File: src/logic/mfp_regs.svh
// Register offsets, field positions and reset values of the monitor flag bank
`ifndef MFP_REGS_SVH
`define MFP_REGS_SVH

// ------------------------------------------------------------------
// Register offsets
// ------------------------------------------------------------------
`define MFP_ADDR_ALARM_FIRST    8'h70
`define MFP_ADDR_ALARM_SECOND   8'h71
`define MFP_ADDR_WARN_FIRST     8'h74
`define MFP_ADDR_WARN_SECOND    8'h75
`define MFP_ADDR_PAGE_SELECT    8'h7f

// ------------------------------------------------------------------
// Fields and reset values
// ------------------------------------------------------------------
`define MFP_NUM_CH              5
`define MFP_CH_TEMP             0
`define MFP_CH_SUPPLY           1
`define MFP_CH_INPUT_A          2
`define MFP_CH_INPUT_B          3
`define MFP_CH_INPUT_C          4
`define MFP_MASK_TEMP_BIT       7
`define MFP_MASK_SUPPLY_BIT     6
`define MFP_MASK_INPUT_A_BIT    5
`define MFP_MASK_INPUT_B_BIT    4
`define MFP_MASK_INPUT_C_BIT    3
`define MFP_PAGE_MSB            1
`define MFP_PAGE_RESET          2'h0
`define MFP_FLAG_RESET          1'h0
`define MFP_BYTE_ZERO           8'h00
`define MFP_SPARE_SECOND        5'h00
`define MFP_SPARE_WARN          6'h00
`define MFP_PAGE_SPARE          6'h00

`endif

File: src/logic/mfp_pkg.sv
// Types shared by the monitor flag bank modules
package mfp_pkg;

   typedef logic [7:0] mfp_byte_t;
   typedef logic [1:0] mfp_page_t;
   typedef logic [4:0] mfp_chvec_t;

   // State of one hi/lo flag pair
   typedef struct packed
   {
      logic hi;
      logic lo;
   } mfp_pair_t;

   // State of the top level
   typedef struct packed
   {
      mfp_page_t page;
      logic      irq;
      mfp_byte_t rdata;
   } mfp_top_t;

endpackage : mfp_pkg

File: src/logic/mfp_flag_pair.sv
// One upper/lower limit flag pair, refreshed by each conversion result
`timescale 1ns/10ps
`default_nettype none
`include "mfp_regs.svh"

module mfp_flag_pair
(
   // Clock and reset
   input  wire logic clk_in,
   input  wire logic rst_b_in,
   // Comparison result of a finished conversion
   input  wire logic update_in,
   input  wire logic over_in,
   input  wire logic under_in,
   // Flags
   output logic      over_out,
   output logic      under_out
);
   import mfp_pkg::*;

   mfp_pair_t state_ff;
   mfp_pair_t nxt_state;

   // ------------------------------------------------------------------
   // Next state
   // ------------------------------------------------------------------
   // Flags mirror only the latest comparison, so they are not sticky
   always_comb
   begin
      nxt_state = state_ff;
      if (update_in)
      begin
         nxt_state.hi = over_in;
         nxt_state.lo = under_in;
      end
   end

   always_ff @(posedge clk_in or negedge rst_b_in)
   begin
      if (!rst_b_in)
      begin
         state_ff.hi <= `MFP_FLAG_RESET;
         state_ff.lo <= `MFP_FLAG_RESET;
      end
      else
      begin
         state_ff <= nxt_state;
      end
   end

   assign over_out  = state_ff.hi;
   assign under_out = state_ff.lo;

endmodule // mfp_flag_pair

`default_nettype wire

File: src/logic/mfp_monitor_flags.sv
// Alarm and warning flag bytes, masked interrupt and table select register
//
// Summary of operation
// - Supply alarm: over bit 5, under bit 4
// - Input A alarm: over bit 3, under 2
// - Input B alarm: over bit 1, under 0
// - Input C alarm: second byte bits 7, 6
// - Masked interrupt bit from enabled flags
// - Temperature warning: over bit 7, under 6
// - Supply warning: over bit 5, under 4
// - Input A warning: over bit 3, under 2
// - Input B warning: over bit 1, under 0
// - Input C warning bits 7, 6; rest zero
// - Two select bits pick upper table
// - Buffer one output follows masked interrupt
`timescale 1ns/10ps
`default_nettype none
`include "mfp_regs.svh"

module mfp_monitor_flags
(
   // Clock and reset
   input  wire logic        clk_in,
   input  wire logic        rst_b_in,
   // Comparator results from the conversion engine, one bit per channel
   input  wire logic [4:0]  conv_done_in,
   input  wire logic [4:0]  alarm_over_in,
   input  wire logic [4:0]  alarm_under_in,
   input  wire logic [4:0]  warn_over_in,
   input  wire logic [4:0]  warn_under_in,
   // Interrupt enable mask byte held in nonvolatile storage
   input  wire mfp_pkg::mfp_byte_t int_enable_mask_in,
   // Register port of the serial interface engine
   input  wire logic [7:0]  reg_addr_in,
   input  wire mfp_pkg::mfp_byte_t reg_wdata_in,
   input  wire logic        reg_wr_in,
   input  wire logic        reg_rd_in,
   output mfp_pkg::mfp_byte_t reg_rdata_out,
   // Table select and interrupt
   output mfp_pkg::mfp_page_t page_select_out,
   output logic             masked_interrupt_flag_out,
   // Open-drain buffer one pin
   output logic             buf1_pin_out,
   output logic             buf1_pin_oe_out
);
   import mfp_pkg::*;

   mfp_top_t   state_ff;
   mfp_top_t   nxt_state;
   mfp_chvec_t alarm_over;
   mfp_chvec_t alarm_under;
   mfp_chvec_t warn_over;
   mfp_chvec_t warn_under;
   mfp_chvec_t ch_enable;
   mfp_byte_t  alarm_first;
   mfp_byte_t  alarm_second;
   mfp_byte_t  warn_first;
   mfp_byte_t  warn_second;
   logic       irq_now;
   logic       page_wr;

   // Value of every top-level state register while reset is held
   localparam mfp_top_t RESET_STATE = '{page:  `MFP_PAGE_RESET,
                                        irq:   `MFP_FLAG_RESET,
                                        rdata: `MFP_BYTE_ZERO};

   // ------------------------------------------------------------------
   // Flag storage, one pair per channel for alarm and for warning
   // ------------------------------------------------------------------
   genvar ch;
   // Alarm and warning flags of a channel share one conversion strobe
   // Flag pairs hold their own reset, outside the top state
   generate
      for (ch = 0; ch < `MFP_NUM_CH; ch = ch + 1)
      begin : g_ch
         mfp_flag_pair u_alarm
         (
            .clk_in    (clk_in),
            .rst_b_in  (rst_b_in),
            .update_in (conv_done_in[ch]),
            .over_in   (alarm_over_in[ch]),
            .under_in  (alarm_under_in[ch]),
            .over_out  (alarm_over[ch]),
            .under_out (alarm_under[ch])
         );
         mfp_flag_pair u_warn
         (
            .clk_in    (clk_in),
            .rst_b_in  (rst_b_in),
            .update_in (conv_done_in[ch]),
            .over_in   (warn_over_in[ch]),
            .under_in  (warn_under_in[ch]),
            .over_out  (warn_over[ch]),
            .under_out (warn_under[ch])
         );
      end
   endgenerate

   // ------------------------------------------------------------------
   // Flag byte packing
   // ------------------------------------------------------------------
   function automatic logic [1:0] pair_of(input mfp_chvec_t ov, input mfp_chvec_t un,
                                          input int idx);
      pair_of = {ov[idx], un[idx]};
   endfunction

   // Temperature alarm fills bits 7 and 6 beside the documented pairs
   assign alarm_first = {pair_of(alarm_over, alarm_under, `MFP_CH_TEMP),
                         pair_of(alarm_over, alarm_under, `MFP_CH_SUPPLY),
                         pair_of(alarm_over, alarm_under, `MFP_CH_INPUT_A),
                         pair_of(alarm_over, alarm_under, `MFP_CH_INPUT_B)};

   assign alarm_second = {pair_of(alarm_over, alarm_under, `MFP_CH_INPUT_C),
                          `MFP_SPARE_SECOND, state_ff.irq};

   // Warning bytes reuse the alarm layout, except bit 0 of the second byte reads zero instead of the masked interrupt

   assign warn_first = {pair_of(warn_over, warn_under, `MFP_CH_TEMP),
                        pair_of(warn_over, warn_under, `MFP_CH_SUPPLY),
                        pair_of(warn_over, warn_under, `MFP_CH_INPUT_A),
                        pair_of(warn_over, warn_under, `MFP_CH_INPUT_B)};

   assign warn_second = {pair_of(warn_over, warn_under, `MFP_CH_INPUT_C),
                         `MFP_SPARE_WARN};

   // ------------------------------------------------------------------
   // Masked interrupt
   // ------------------------------------------------------------------
   // Software enables sources one by one; a clear mask silences everything
   // Mask bit that belongs to each channel; mask bits 2 to 0 are spare
   function automatic int mask_bit_of(input int idx);
      unique case (idx)
         `MFP_CH_TEMP:    mask_bit_of = `MFP_MASK_TEMP_BIT;
         `MFP_CH_SUPPLY:  mask_bit_of = `MFP_MASK_SUPPLY_BIT;
         `MFP_CH_INPUT_A: mask_bit_of = `MFP_MASK_INPUT_A_BIT;
         `MFP_CH_INPUT_B: mask_bit_of = `MFP_MASK_INPUT_B_BIT;
         default:         mask_bit_of = `MFP_MASK_INPUT_C_BIT;
      endcase
   endfunction

   // Channel enables, one mask bit each
   generate
      for (ch = 0; ch < `MFP_NUM_CH; ch = ch + 1)
      begin : g_en
         assign ch_enable[ch] = int_enable_mask_in[mask_bit_of(ch)];
      end
   endgenerate

   // Alarm and warning flags of an enabled channel both raise the interrupt
   assign irq_now = |(ch_enable & (alarm_over | alarm_under | warn_over | warn_under));

   // ------------------------------------------------------------------
   // Register read decode
   // ------------------------------------------------------------------
   function automatic mfp_byte_t read_mux(input logic [7:0] addr);
      unique case (addr)
         `MFP_ADDR_ALARM_FIRST:  read_mux = alarm_first;
         `MFP_ADDR_ALARM_SECOND: read_mux = alarm_second;
         `MFP_ADDR_WARN_FIRST:   read_mux = warn_first;
         `MFP_ADDR_WARN_SECOND:  read_mux = warn_second;
         `MFP_ADDR_PAGE_SELECT:  read_mux = {`MFP_PAGE_SPARE, state_ff.page};
         // Reserved and unmapped addresses read as zero
         default:                read_mux = `MFP_BYTE_ZERO;
      endcase
   endfunction

   // ------------------------------------------------------------------
   // Register write decode
   // ------------------------------------------------------------------
   // Only the table select takes writes; flag bytes are results only
   assign page_wr = reg_wr_in && (reg_addr_in == `MFP_ADDR_PAGE_SELECT);

   // Bits 7 to 2 of a table select write are spare and dropped here
   function automatic mfp_page_t page_code_of(input mfp_byte_t wdata);
      page_code_of = wdata[`MFP_PAGE_MSB:0];
   endfunction

   // ------------------------------------------------------------------
   // Next state
   // ------------------------------------------------------------------
   // A read in the same cycle as a write returns the old table code
   always_comb
   begin
      nxt_state     = state_ff;
      nxt_state.irq = irq_now;
      if (page_wr)
      begin
         nxt_state.page = page_code_of(reg_wdata_in);
      end
      // Captured on the strobe so the byte stays put between reads
      if (reg_rd_in)
      begin
         nxt_state.rdata = read_mux(reg_addr_in);
      end
   end

   always_ff @(posedge clk_in or negedge rst_b_in)
   begin
      if (!rst_b_in)
      begin
         state_ff <= RESET_STATE;
      end
      else
      begin
         state_ff <= nxt_state;
      end
   end

   // ------------------------------------------------------------------
   // Outputs
   // ------------------------------------------------------------------
   // Read data holds until the next read strobe, so the engine may fetch it late
   assign reg_rdata_out             = state_ff.rdata;
   assign page_select_out           = state_ff.page;
   assign masked_interrupt_flag_out = state_ff.irq;
   // Open-drain: pull low while the interrupt stands, release otherwise
   assign buf1_pin_out              = 1'b0;
   assign buf1_pin_oe_out           = state_ff.irq;

endmodule // mfp_monitor_flags

`default_nettype wire

File: config.mk
export PLATFORM = sky130hd
export DESIGN_NAME = mfp_monitor_flags
export DESIGN_NICKNAME = d
export VERILOG_FILES = /design/src/logic/mfp_pkg.sv /design/src/logic/mfp_flag_pair.sv /design/src/logic/mfp_monitor_flags.sv
export VERILOG_INCLUDE_DIRS = /design/src /design/src/logic
export SDC_FILE = /design/constraint.sdc
export NUM_CORES = 1
export LEC_CHECK = 0
export ABC_AREA = 1
export BUFFER_PORTS_ARGS = -buffer_cell sky130_fd_sc_hd__buf_4
export CAP_MARGIN = 25
export CORE_ASPECT_RATIO = 0.5
export CORE_UTILIZATION = 53
export CTS_BUF_LIST = sky130_fd_sc_hd__clkbuf_4
export CTS_CLUSTER_DIAMETER = 60
export DETAILED_ROUTE_END_ITERATION = 10
export PLACE_DENSITY = 0.87
export SLEW_MARGIN = 15
export SYNTH_ARGS = -nofsm -noshare
export SYNTH_HDL_FRONTEND = slang
export SYNTH_HIERARCHICAL = 1
export SYNTH_SLANG_ARGS = --single-unit
File: constraint.sdc
create_clock -name clk_in -period 2.74 [get_ports clk_in]
set_input_delay 0 -clock clk_in [delete_from_list [all_inputs] [get_ports clk_in]]
set_output_delay 0 -clock clk_in [all_outputs]
set_load 0.005 [all_outputs]
==> results.yml, run 1 <==
cts:
  cts_max_path_buffers: 2
  cts_root_buffer: "clkbuf_4"
  cts_buffers: 5
  clkSinkCount: 31
  cts_setup_buffers: 0
  cts_hold_buf: 66
  htree_levels: 2
  cts.repair.resized: 0
outcome:
  failing_step: "clock tree synthesis"
  outcome: "aborted with a tool error"
  error: "[ERROR DPL-0038] Utilization greater than 100%, impossible to legalize"
synthesis:
  synth_seq_area_share_pct: 49.44
  synth-seq-cells: 31
  synth.distinct_cells: 21
  syn_inst: 212
  yosysWarnings: 6
  syn_nets: 265
  syn_area_sq_mm: 0.001569
  avgSynthCellArea_sq_um: 7.401
floorplan:
  num_rows: 13
  initial_core_util_pct: 58.11
  io_pins: 66
  die_y_um: 40.48
  die_w_um: 78.95
placed_design:
  gp_congestion: 0.8308
  io_buffers: 55
  hpwlAfterDp_mm: 2.642
## logic make-up after synthesis
logic type / synth area share [%]
other cells: 0.2390
buf+inv: 8.213
compound gates: 4.465
simple gates: 37.64
flops: 49.44
## cell usage after synthesis, drive strengths merged
cell type,n,area (sq um)
o22ai,2,12.51
conb,1,3.750
nor4,1,6.260
buf,4,31.27
nand2,103,396.6
o211ai,1,12.51
dfrtp,31,775.7
or3,1,6.260
nor2,13,75.08
nand3,15,75.07
inv,26,97.59
nand4,5,31.28
o21ai,9,45.04
## through the flow
step	instance area [sq um]	hold slack [ps]	utilization, %	instances	setup slack (ps)
after floorplan	1569	-295.6	-	212	1710
after global placement	1997	-54.89	73.96	300	1599
after detailed placement	1997	-51.46	73.96	300	1600
==> inputs of run 2 (changes only) <==
CORE_ASPECT_RATIO = default   (was 0.5)
CORE_UTILIZATION = 40   (was 53)
CTS_BUF_LIST = default   (was sky130_fd_sc_hd__clkbuf_4)
CTS_CLUSTER_DIAMETER = default   (was 60)
PLACE_DENSITY = default   (was 0.87)
PLACE_DENSITY_LB_ADDON = 0.15   (was default)
==> run 2 against run 1 <==
The run now ends clean. Area after synthesis is the same. Synthesized cell count stayed put.
==> results.yml, run 2 <==
outcome:
  outcome: "complete, no violations"
sta:
  finalSetupViolCount: 0
  setup_ws_ps: 1017
  post-route-min-period_ps: 1723
  fin_worst_skew_ps: 7.774
  max_freq_mhz: 580.3
  rsz0062_at_grt: "false"
  setup_tns_ps: 0
  hold_violations: 0
  slew_viol_final: 0
  finalCritPeriodShare_pct: 62.89
drt:
  vias: 1719
  route.detailed.drc: 0
  firstDrtPassIters: 4
  avgViaCountPerCell: 4.633
  wl_per_cell_um: 11.27
  ant_nets: 0
  routed_wirelength_mm: 4.183
  drt_iter0_drc: 117
critical_path:
  cp_max_fo: 1
  critPathKind: "input port to register"
  crit_arrival_ps: 1890
  crit_top_cell: "dlygate4sd3_1"
  cpPeakStageDelay_ps: 570
  rr_startpoint: "g_ch[3].u_alarm/under_out"
  required_ps: 2900
  critPathCaptureType: "register"
  cp-startpoint: "warn_under_in[2]"
  reg2reg_slack_ps: 1120
  crit_chain: "dlygate4sd3_1 > buf_4 > nand2_1 > dlygate4sd3_1 > nand2_1 > dlygate4sd3_1"
  crit_path_top_delay_cell: "dlygate4sd3_1"
  cp-start-kind: "input port"
final_layout:
  stdcell_count: 371
  drive_gt1_share_pct: 22.29
  largest_reg_flops: 8
  layout.nets: 376
  antenna_cells: 0
  final_common_cell: "nand2_1"
  syn_to_final_growth_pct: 68.50
  num-fill-cells: 324
  fin_util_pct: 71.14
  final_cell_mix: "nand2_1, buf_4, dlygate4sd3_1"
synthesis:
  syn_nets: 265
  synth_seq_area_share_pct: 49.44
  synth-seq-cells: 31
  yosysWarnings: 6
  async_reset_ff_share_pct: 100.0
  synth_edf_count: 0
  yosys-top-cells-count: "nand2_1, dfrtp_1, inv_1"
  synth.distinct_cells: 21
  syn_area_sq_mm: 0.001569
  netlist_top_cells_area: "dfrtp_1, nand2_1, inv_1"
  avgSynthCellArea_sq_um: 7.401
  syn_inst: 212
  ys.flop_type: "dfrtp_1"
  synth_most_common_cell: "nand2_1"
  synth_top_cell_area_share_pct: 49.44
  yosysTopAreaCell: "dfrtp_1"
global_routing:
  grt_pass1_vias: 1690
  grt_max_degree: 32
  grt_overflow: 0
  antenna_found_initial: 0
  grt_pass1_wl_mm: 7.251
  groute.usage.overall_pct: 23.25
cts:
  cts_tree: "yes"
  clk_pin_slew_worst_paths_ps: 70
  clkSinkCount: 31
  cts_max_path_buffers: 2
  htree_levels: 2
  clk_latency_ps: 280
  cts_buffers: 5
  cts_root_buffer: "clkbuf_8"
power_and_ir_drop:
  power_density_mw_per_mm2: 433.9
  ir_drop_uv: 274.5
  finalPower_w: 0.001147
  p_leak_nw: 1.421
floorplan:
  core-area_sq_mm: 0.003716
  die_w_um: 64.63
  initial_core_util_pct: 42.22
  dieArea_sq_mm: 0.004177
  die_y_um: 64.63
  io_pins: 66
  num_rows: 22
placed_design:
  dp_slack_ps: 1667
  io_buffers: 55
  dp.cells: 311
  hpwlAfterDp_mm: 2.557
  gp_congestion: 0.7921
flow_run:
  drv_cap: 0
worst_hold_path:
  hold_class: "input port to register"
  hp-start: "conv_done_in[1]"
==> run 2: cell counts after synthesis <==
No cell type changed its count.
==> run 2: through the flow <==
stage	cell area [sq um]	hold slack, ps
final	2644	3.125
after global routing	2644	28.95
after CTS	2644	0.07930
after detailed placement	2011	-45.55
after global placement	2011	-44.22
after floorplan	1569	-295.6
==> run 2: path summary, 6_finish.rpt <==
kind                                              to  cells after the start
min                        g_ch[1].u_alarm/under_out                      4
max reg2reg                          buf1_pin_oe_out                      4
min reg2reg                g_ch[1].u_alarm/under_out                      2
max in group asynchronous    g_ch[4].u_warn/over_out                      2
max                         g_ch[2].u_warn/under_out                      6
min in group asynchronous    g_ch[2].u_warn/over_out                      2
==> run 2: area by class of cell <==
| cell class | count | area [sq um] | share of cell area (%) |
|---|---|---|---|
| clock buffer | 6 | 72.57 | 2.745 |
| clock inverter | 1 | 30.03 | 1.136 |
| inverter | 26 | 97.59 | 3.691 |
| multi-input combinational | 151 | 664.4 | 25.13 |
| sequential | 31 | 775.7 | 29.34 |
| tap | 48 | 60.06 | 2.272 |
| timing repair buffer | 108 | 943.4 | 35.68 |
==> run 2: critical path: cells and delay by family <==
family / cells / cell delay, ps
buffers and inverters: 4 / 1770
and+or+nand+nor: 2 / 100
==> run 2: kinds of logic (layout without fill, tap and decap cells) <==
| logic type | count (synthesis) | count (layout) | share of synthesized area, % |
|---|---|---|---|
| and+or+nand+nor | 138 | 138 | 37.64 |
| DFF | 31 | 31 | 49.44 |
| buffers and inverters | 30 | 141 | 8.213 |
| AOI/OAI and AO/OA | 12 | 12 | 4.465 |
| other | 1 | 1 | 0.2390 |
==> run 2: timing repair <==
action	4_1_cts	5_1_grt
resized for setup	0	0
hold buffers	53	0
setup buffers	0	0
endpoints found under the hold margin	61	0
==> run 2: where the power goes <==
group          internal [W]  total, W  leakage [nW]  switching, W
Clock              0.000266  0.000428        0.0513      0.000162
Sequential         0.000487  0.000511         0.387     0.0000232
Combinational      0.000123  0.000209         0.983     0.0000856
Total              0.000876   0.00115          1.42      0.000271
==> run 2: per-layer routing <==
layer	track usage [%]	up-vias	part of all wire [%]
met5	0	-	0
met4	8.056	0	1.6
met2	42.11	55	51
li1	-	873	-
met3	5.986	8	5.1
met1	26.18	783	43
No activity file was read; power rests on OpenSTA's default activity.
